===== config.mk =====
export PLATFORM = sky130hd
export DESIGN_NAME = pao_adc_port
export DESIGN_NICKNAME = d
export VERILOG_FILES = /design/src/rtl/pao_adc_port.v
export VERILOG_INCLUDE_DIRS = /design/src /design/src/rtl
export SDC_FILE = /design/constraint.sdc
export NUM_CORES = 1
export LEC_CHECK = 0
export BUFFER_PORTS_ARGS = -buffer_cell sky130_fd_sc_hd__buf_2
export CAP_MARGIN = 10
export CORE_MARGIN = 2
export CORE_UTILIZATION = 50
export CTS_CLUSTER_DIAMETER = 60
export CTS_CLUSTER_SIZE = 20
export DETAILED_ROUTE_END_ITERATION = 7
export PLACE_DENSITY = 0.67
export SETUP_SLACK_MARGIN = 0.3
export SYNTH_ARGS = -nofsm -noshare
export SYNTH_HDL_FRONTEND = slang
export SYNTH_SLANG_ARGS = --single-unit

===== constraint.sdc =====
create_clock -name clk_sys_i -period 9.4 [get_ports clk_sys_i]
set_clock_uncertainty 0.2 [all_clocks]
set_input_delay 0.47 -clock clk_sys_i [delete_from_list [all_inputs] [get_ports clk_sys_i]]
set_output_delay 0.47 -clock clk_sys_i [all_outputs]
set_load 0.05 [all_outputs]

===== src/rtl/pao_defines.vh =====
// constants for the pipelined converter output port
`ifndef PAO_DEFINES_VH
`define PAO_DEFINES_VH
`define PAO_WORD_W 12
`define PAO_STAGES 12
`define PAO_LATENCY 7
`define PAO_ACC_W 14
`define PAO_CLK_MIN_KHZ 100
`define PAO_CLK_MAX_KHZ 20000
`define PAO_WORD_RST 12'h0800
`define PAO_DEC_MINUS 2'h0
`define PAO_DEC_ZERO 2'h1
`define PAO_DEC_PLUS 2'h2
`endif


===== src/rtl/pao_adc_port.v =====
// pipelined converter digital core: stage decisions, error correction, output latch
`include "pao_defines.vh"
module pao_adc_port #(
   parameter WORD_W = `PAO_WORD_W,
   parameter STAGES = `PAO_STAGES,
   parameter LATENCY = `PAO_LATENCY
) (
   input wire clk_sys_i,
   input wire rst_n_i,
   input wire [2*`PAO_STAGES-1:0] stage_dec_i,
   input wire output_float_i,
   input wire power_off_ctl_i,
   input wire ref_level_grounded_i,
   output wire [`PAO_WORD_W-1:0] sample_word_out_o,
   output wire [`PAO_WORD_W-1:0] sample_word_out_oe_o,
   output wire sample_bit_lowest_o,
   output wire sample_bit_highest_o,
   output wire sample_valid_o,
   output wire converting_o,
   output wire ref_buffers_on_o,
   output wire ref_nodes_oe_o
);
   ////////////////////////////////////////////////////////////////////////////
   // stage decisions come from the analog quantizers, another domain
   // each stage has its own two-flop chain on its 2-bit decision; only the second flop is read
   wire [2*`PAO_STAGES-1:0] dec_sync_w;
   genvar s;
   generate
      for (s = 0; s < `PAO_STAGES; s = s + 1) begin : dsync
         reg [1:0] meta_r;
         reg [1:0] sync_r;
         always @(posedge clk_sys_i or negedge rst_n_i) begin
            if (!rst_n_i) begin
               meta_r <= 2'h0;
               sync_r <= 2'h0;
            end else begin
               meta_r <= stage_dec_i[2*s+1 -: 2];
               sync_r <= meta_r;
            end
         end
         assign dec_sync_w[2*s+1 -: 2] = sync_r;
      end
   endgenerate

   // code 3 never comes from a healthy flash; it counts as a zero decision
   wire [2*`PAO_STAGES-1:0] dec_norm;
   generate
      for (s = 0; s < `PAO_STAGES; s = s + 1) begin : dnorm
         wire [1:0] raw;
         assign raw = dec_sync_w[2*s+1 -: 2];
         assign dec_norm[2*s+1 -: 2] = (raw == 2'h3) ? `PAO_DEC_ZERO : raw;
      end
   endgenerate

   ////////////////////////////////////////////////////////////////////////////
   // control levels are asynchronous pins, two flops each
   // float resets high so the lines stay released until the first clocks
   reg float_meta_r;
   reg float_sync_r;
   always @(posedge clk_sys_i or negedge rst_n_i) begin
      if (!rst_n_i) begin
         float_meta_r <= 1'b1;
         float_sync_r <= 1'b1;
      end else begin
         float_meta_r <= output_float_i;
         float_sync_r <= float_meta_r;
      end
   end

   reg off_meta_r;
   reg off_sync_r;
   always @(posedge clk_sys_i or negedge rst_n_i) begin
      if (!rst_n_i) begin
         off_meta_r <= 1'b0;
         off_sync_r <= 1'b0;
      end else begin
         off_meta_r <= power_off_ctl_i;
         off_sync_r <= off_meta_r;
      end
   end

   reg refg_meta_r;
   reg refg_sync_r;
   always @(posedge clk_sys_i or negedge rst_n_i) begin
      if (!rst_n_i) begin
         refg_meta_r <= 1'b0;
         refg_sync_r <= 1'b0;
      end else begin
         refg_meta_r <= ref_level_grounded_i;
         refg_sync_r <= refg_meta_r;
      end
   end

   ////////////////////////////////////////////////////////////////////////////
   // sample capture on the rising edge; shutdown halts the whole pipeline
   wire run;
   assign run = ~off_sync_r;
   reg [2*`PAO_STAGES-1:0] samp_r;
   reg samp_v_r;
   always @(posedge clk_sys_i or negedge rst_n_i) begin
      if (!rst_n_i) begin
         samp_r <= {(2*`PAO_STAGES){1'b0}};
      end else if (run) begin
         samp_r <= dec_norm;
      end
   end

   always @(posedge clk_sys_i or negedge rst_n_i) begin
      if (!rst_n_i) begin
         samp_v_r <= 1'b0;
      end else if (run) begin
         samp_v_r <= 1'b1;
      end
   end

   ////////////////////////////////////////////////////////////////////////////
   // twelve stages: ten at two per clock level over five levels, each pair resolved combinationally in one cycle; the last two are folded in ahead of the latch
   // total: capture + 5 stage levels + output latch = seven clocks
   localparam LEVELS = LATENCY - 2;
   reg [`PAO_ACC_W-1:0] acc_r [0:LEVELS-1];
   reg [2*`PAO_STAGES-1:0] dly_r [0:LEVELS-1];
   reg [LEVELS-1:0] v_r;

   // each stage gives -1/0/+1 from its 2-bit flash; weight halves per stage
   function [`PAO_ACC_W-1:0] stage_add;
      input [`PAO_ACC_W-1:0] acc;
      input [1:0] dec;
      input integer idx;
      reg [`PAO_ACC_W-1:0] w;
      begin
         w = {{(`PAO_ACC_W-1){1'b0}}, 1'b1} << (`PAO_STAGES - 1 - idx);
         case (dec)
            `PAO_DEC_PLUS: begin
               stage_add = acc + w;
            end
            `PAO_DEC_MINUS: begin
               stage_add = acc - w;
            end
            default: begin
               stage_add = acc;
            end
         endcase
      end
   endfunction

   genvar g;
   generate
      for (g = 0; g < LEVELS; g = g + 1) begin : lvl
         wire [`PAO_ACC_W-1:0] acc_in;
         wire [2*`PAO_STAGES-1:0] dec_in;
         wire v_in;
         wire [`PAO_ACC_W-1:0] half;
         wire [`PAO_ACC_W-1:0] full;
         if (g == 0) begin : first
            assign acc_in = {{(`PAO_ACC_W-`PAO_WORD_W){1'b0}}, `PAO_WORD_RST};
            assign dec_in = samp_r;
            assign v_in = samp_v_r;
         end else begin : rest
            assign acc_in = acc_r[g-1];
            assign dec_in = dly_r[g-1];
            assign v_in = v_r[g-1];
         end
         // two stages per clock level, levels beyond the last stage pass through
         assign half = (2*g < STAGES) ? stage_add(acc_in, dec_in[4*g+1 -: 2], 2*g) : acc_in;
         assign full = (2*g+1 < STAGES) ? stage_add(half, dec_in[4*g+3 -: 2], 2*g+1) : half;

         // partial sum of this level
         always @(posedge clk_sys_i or negedge rst_n_i) begin
            if (!rst_n_i) begin
               acc_r[g] <= {`PAO_ACC_W{1'b0}};
            end else if (run) begin
               acc_r[g] <= full;
            end
         end

         // decisions travel with their sample so later stages see the same set
         always @(posedge clk_sys_i or negedge rst_n_i) begin
            if (!rst_n_i) begin
               dly_r[g] <= {(2*`PAO_STAGES){1'b0}};
            end else if (run) begin
               dly_r[g] <= dec_in;
            end
         end

         always @(posedge clk_sys_i or negedge rst_n_i) begin
            if (!rst_n_i) begin
               v_r[g] <= 1'b0;
            end else if (run) begin
               v_r[g] <= v_in;
            end
         end
      end
   endgenerate

   ////////////////////////////////////////////////////////////////////////////
   // final stages not yet absorbed are folded in just ahead of the latch
   reg [`PAO_ACC_W-1:0] fin;
   integer k;
   always @* begin
      fin = acc_r[LEVELS-1];
      for (k = 2*LEVELS; k < STAGES; k = k + 1) begin
         fin = stage_add(fin, dly_r[LEVELS-1][2*k+1 -: 2], k);
      end
   end

   // error correction: the redundant sum may leave the code range, clamp it
   // a negative sum wraps into the top bit, so it is tested first
   reg [`PAO_WORD_W-1:0] corr_word;
   always @* begin
      corr_word = fin[`PAO_WORD_W-1:0];
      if (fin[`PAO_ACC_W-1]) begin
         corr_word = {`PAO_WORD_W{1'b0}};
      end else if (fin[`PAO_ACC_W-2:`PAO_WORD_W] != {(`PAO_ACC_W-1-`PAO_WORD_W){1'b0}}) begin
         corr_word = {`PAO_WORD_W{1'b1}};
      end
   end

   ////////////////////////////////////////////////////////////////////////////
   // output latch: holds during shutdown so the last word stays on the bus
   reg [`PAO_WORD_W-1:0] word_r;
   reg valid_r;
   reg oe_r;
   reg refbuf_r;
   always @(posedge clk_sys_i or negedge rst_n_i) begin
      if (!rst_n_i) begin
         word_r <= `PAO_WORD_RST;
      end else if (run) begin
         word_r <= corr_word;
      end
   end

   always @(posedge clk_sys_i or negedge rst_n_i) begin
      if (!rst_n_i) begin
         valid_r <= 1'b0;
      end else if (run) begin
         valid_r <= v_r[LEVELS-1];
      end
   end

   // enable follows the float level even in shutdown, latch stays frozen
   always @(posedge clk_sys_i or negedge rst_n_i) begin
      if (!rst_n_i) begin
         oe_r <= 1'b0;
      end else begin
         oe_r <= ~float_sync_r;
      end
   end

   always @(posedge clk_sys_i or negedge rst_n_i) begin
      if (!rst_n_i) begin
         refbuf_r <= 1'b1;
      end else begin
         refbuf_r <= ~refg_sync_r;
      end
   end

   ////////////////////////////////////////////////////////////////////////////
   // pins
   assign sample_word_out_o = word_r;
   assign sample_word_out_oe_o = {`PAO_WORD_W{oe_r}};
   assign sample_bit_lowest_o = word_r[0];
   assign sample_bit_highest_o = word_r[`PAO_WORD_W-1];
   assign sample_valid_o = valid_r & oe_r;
   assign converting_o = run;
   assign ref_buffers_on_o = refbuf_r;
   assign ref_nodes_oe_o = refbuf_r;
endmodule


==> results.cfg <==
[detailed_routing]
first_iter_violations = 325
vias_per_cell = 5.269
final_antenna_net_count = 0
drc = 0
drt-total-wl_mm = 18.51
firstDrtPassIters = 5
dr_total_vias = 6971
routedWlPerCell_um = 13.99

[cts]
insertion_delay_ps = 440
cts.sinks = 199
post_cts_buffers = 0
cts_inserted_buffers = 17
h-tree-depth = 4
cts.path.max_buffers = 2
cts_resized = 0
path_clk_slew_ps = 80
cts-root-buf = clkbuf_16
cts_tree = built

[critical_path]
worst-r2r-setup-slack_ps = 4780
critical_path_class = register to register
startpoint_type = register
rr_worst_depth = 19
slowest_stage = dfrtp_1
crit_path_start = lvl[4].dec_in[16]$_DFFE_PN0N_
path_buf_inv = 2
end_kind = register
cp_slowest_stage_delay_ps = 550
worst-path-stages = 19
cp.arrival_ps = 4690
cp_data_required_time_ps = 9470
worstSetupEndpoint = acc_r[13]$_DFFE_PN0N_
cp_cell_sequence = or2_2 > inv_1 > ha_1 > inv_1 > fa_1 > nor2b_1 > o21a_1 > nor2_1 > xnor2_1 > mux2_2 > ha_1 > nand3_1 > o211ai_1 > nor4_1 > o41ai_1 > xor2_1 > nor2_1 > xnor2_1 > o21ai_0
r2r-start = lvl[4].dec_in[16]$_DFFE_PN0N_
r2r-end = acc_r[13]$_DFFE_PN0N_
critPathTopFamily = adder cells
path_max_fanout = 18

[finish]
num-fill-cells = 1823
final_cells = 1323
multi_input_area_um2 = 5233
fin_area_um2 = 11940
synthToLayoutAreaGrowth_pct = 11.98
regArea_um2 = 4989
final_nets = 1141
drive_above_1_share_pct = 20.42
n_antenna_cell = 0
utilization_pct = 56.97

[global_routing]
antenna_found_initial = 0
grt_max_degree = 83
grt_pass1_vias = 6829
grt_first_pass_wirelength_mm = 32.14
overflow = 0
track_usage_pct = 17.59

[synth]
ys_warn_count = 0
syn_inst = 980
syn_avg_cell_area_um2 = 10.88
ys_types = 67
synth-edff-count = 0
async_reset_ff_share_pct = 100.0
seq_area_frac_synth_pct = 46.76
synth_nets = 1086
ys.flop_type = dfrtp_1
synth_seq_cells = 199
syn_area_um2 = 10660

[job]
max_cap_viol_count = 0

[worst_hold_path]
hp-class = register to register

[floorplanning]
core_area_um2 = 20960
dieArea_um2 = 22500
initial_core_util_pct = 50.87
fp.dieW_um = 150.0
pin_count = 59
num_rows = 53
die_y_um = 150.0

[placed_design]
gp_routability_congestion = 0.8150
dp.cells = 1263
place_area_um2 = 11060
portBuffers = 58
hpwl_mm = 12.45

[sta]
setup_tns_ps = 0
worst_pin_slew_ps = 927.2
drv_slew = 0
min_period_ps = 4617
maxClockFrequency_ghz = 0.2166
finalSetupViolCount = 0
rsz0062_at_grt = no
hold_viol = 0
fin_crit_sh_pct = 49.12
slew_headroom_pct = 37.96

[pwr]
p_total_mw = 4.265
leakage_nw = 5.443
peakVddDrop_mv = 0.1546
power.density_nw_per_um2 = 357.2

[run_status]
status = finished, final reports clean
-- layout by cell type (no fill, tap or decap), drive strengths merged, types with 4 or more instances in the layout --
cell type    netlist  routed
a211oi            19      19
a21o              16      16
a21oi             61      61
and2               5       5
buf               23      62
clkbuf            32      19
clkinv             0       5
dfrtp            195     195
dfstp              4       4
dlygate4sd3        0      28
fa                10      10
ha                67      67
inv               43      52
mux2              86      86
mux2i             14      14
nand2             75      75
nand2b            15      15
nand3              9       9
nor2              76      76
nor3              19      19
nor4               4       4
o21a               4       4
o21ai             61      61
o21bai             9       9
o31ai             10      10
or2                5       5
xnor2             43      43
xor2              24      24
-- final cells by class --
type | instances | share of cell area (%)
Sequential cell | 199 | 41.79
Multi-Input combinational cell | 683 | 43.83
Timing Repair Buffer | 91 | 5.167
Tap cell | 275 | 2.882
Clock inverter | 14 | 1.383
Inverter | 43 | 1.352
Clock buffer | 18 | 3.595
-- logic make-up after synthesis --
kind of cell / Yosys count / share of synthesized area [%]
AO/OA/AOI/OAI: 210 / 12.84
XOR/XNOR: 69 / 6.244
adder cells (fa/ha/maj): 77 / 9.742
buffers and inverters: 98 / 4.155
flip-flops: 199 / 46.76
multiplexers: 100 / 10.40
AND/OR/NAND/NOR: 227 / 9.859
-- worst min path at each step --
stage / startpoint / end / slack [ps] / depth (start not counted)
floorplan: rst_n_i / acc_r[10]$_DFFE_PN0N_ / -30 / 0
global placement: dsync[2].meta_r[1]$_DFF_PN0_ / dnorm[2].raw[1]$_DFF_PN0_ / 130 / 0
detailed placement: dsync[4].meta_r[1]$_DFF_PN0_ / dnorm[4].raw[1]$_DFF_PN0_ / 130 / 0
CTS: dsync[7].meta_r[1]$_DFF_PN0_ / dnorm[7].raw[1]$_DFF_PN0_ / 150 / 0
global route: dsync[6].meta_r[1]$_DFF_PN0_ / dnorm[6].raw[1]$_DFF_PN0_ / 160 / 0
finish: dsync[7].meta_r[0]$_DFF_PN0_ / dnorm[7].raw[0]$_DFF_PN0_ / 150 / 0
-- report_power, final --
group | total (mW) | internal, mW | switching [mW]
clock network | 0.726 | 0.361 | 0.365
registers | 1.20 | 1.03 | 0.176
logic | 2.33 | 1.04 | 1.29
total | 4.26 | 2.43 | 1.83
-- registers in the layout, summed over array words and instances, names as in the netlist --
register and flops:
lvl.dec_in 80, lvl.acc_in 28, dnorm.raw 24, dsync.meta_r 24, acc_r 12, sample_word_out_o 12
lvl.v_in 5, dly_r 4, float_meta_r 1, float_sync_r 1, oe_r 1, off_meta_r 1
off_sync_r 1, ref_buffers_on_o 1, refg_meta_r 1, refg_sync_r 1, v_r 1, valid_r 1
-- per-layer routing --
layer	vias to the layer above	routed length (um)	GRT usage, %
met2	118	8580	27.88
met5	-	0	0
li1	3525	-	-
met3	15	536	2.835
met1	3313	9197	25.26
met4	0	191	4.670
-- cell usage after synthesis, types with 4 or more instances --
master / number / area (um2)
dfrtp_1: 195 / 4880
mux2_2: 86 / 968.4
nand2_1: 75 / 281.5
nor2_1: 72 / 270.3
ha_1: 67 / 838.3
a21oi_1: 59 / 295.3
o21ai_0: 55 / 275.3
inv_1: 41 / 153.9
xnor2_1: 41 / 359.1
clkbuf_1: 32 / 120.1
xor2_1: 23 / 201.4
nor3_1: 19 / 95.09
a211oi_1: 18 / 135.1
a21o_1: 16 / 120.1
buf_4: 15 / 112.6
nand2b_1: 15 / 93.84
mux2i_1: 14 / 140.1
fa_1: 10 / 200.2
nand3_1: 9 / 45.04
o21bai_1: 9 / 67.56
o31ai_2: 8 / 100.1
o21ai_1: 6 / 30.03
or2_2: 5 / 31.28
and2_1: 4 / 25.02
dfstp_2: 4 / 105.1
nor4_1: 4 / 25.02
o21a_1: 4 / 30.03
-- through the flow --
stage	setup slack [ps]	hold WS (ps)
2_1_floorplan	5082	-25.59
3_3_place_gp	4912	131.8
3_5_place_dp	4830	134.7
4_1_cts	4775	152.0
5_1_grt	4273	159.0
6_report	4783	148.1
-- what timing repair did --
action / in CTS / in global routing
hold endpoints to repair: 102 / 0
endpoints found under the setup margin: 0 / 0
hold buffers: 28 / 0
No activity file was read; power rests on OpenSTA's default activity.
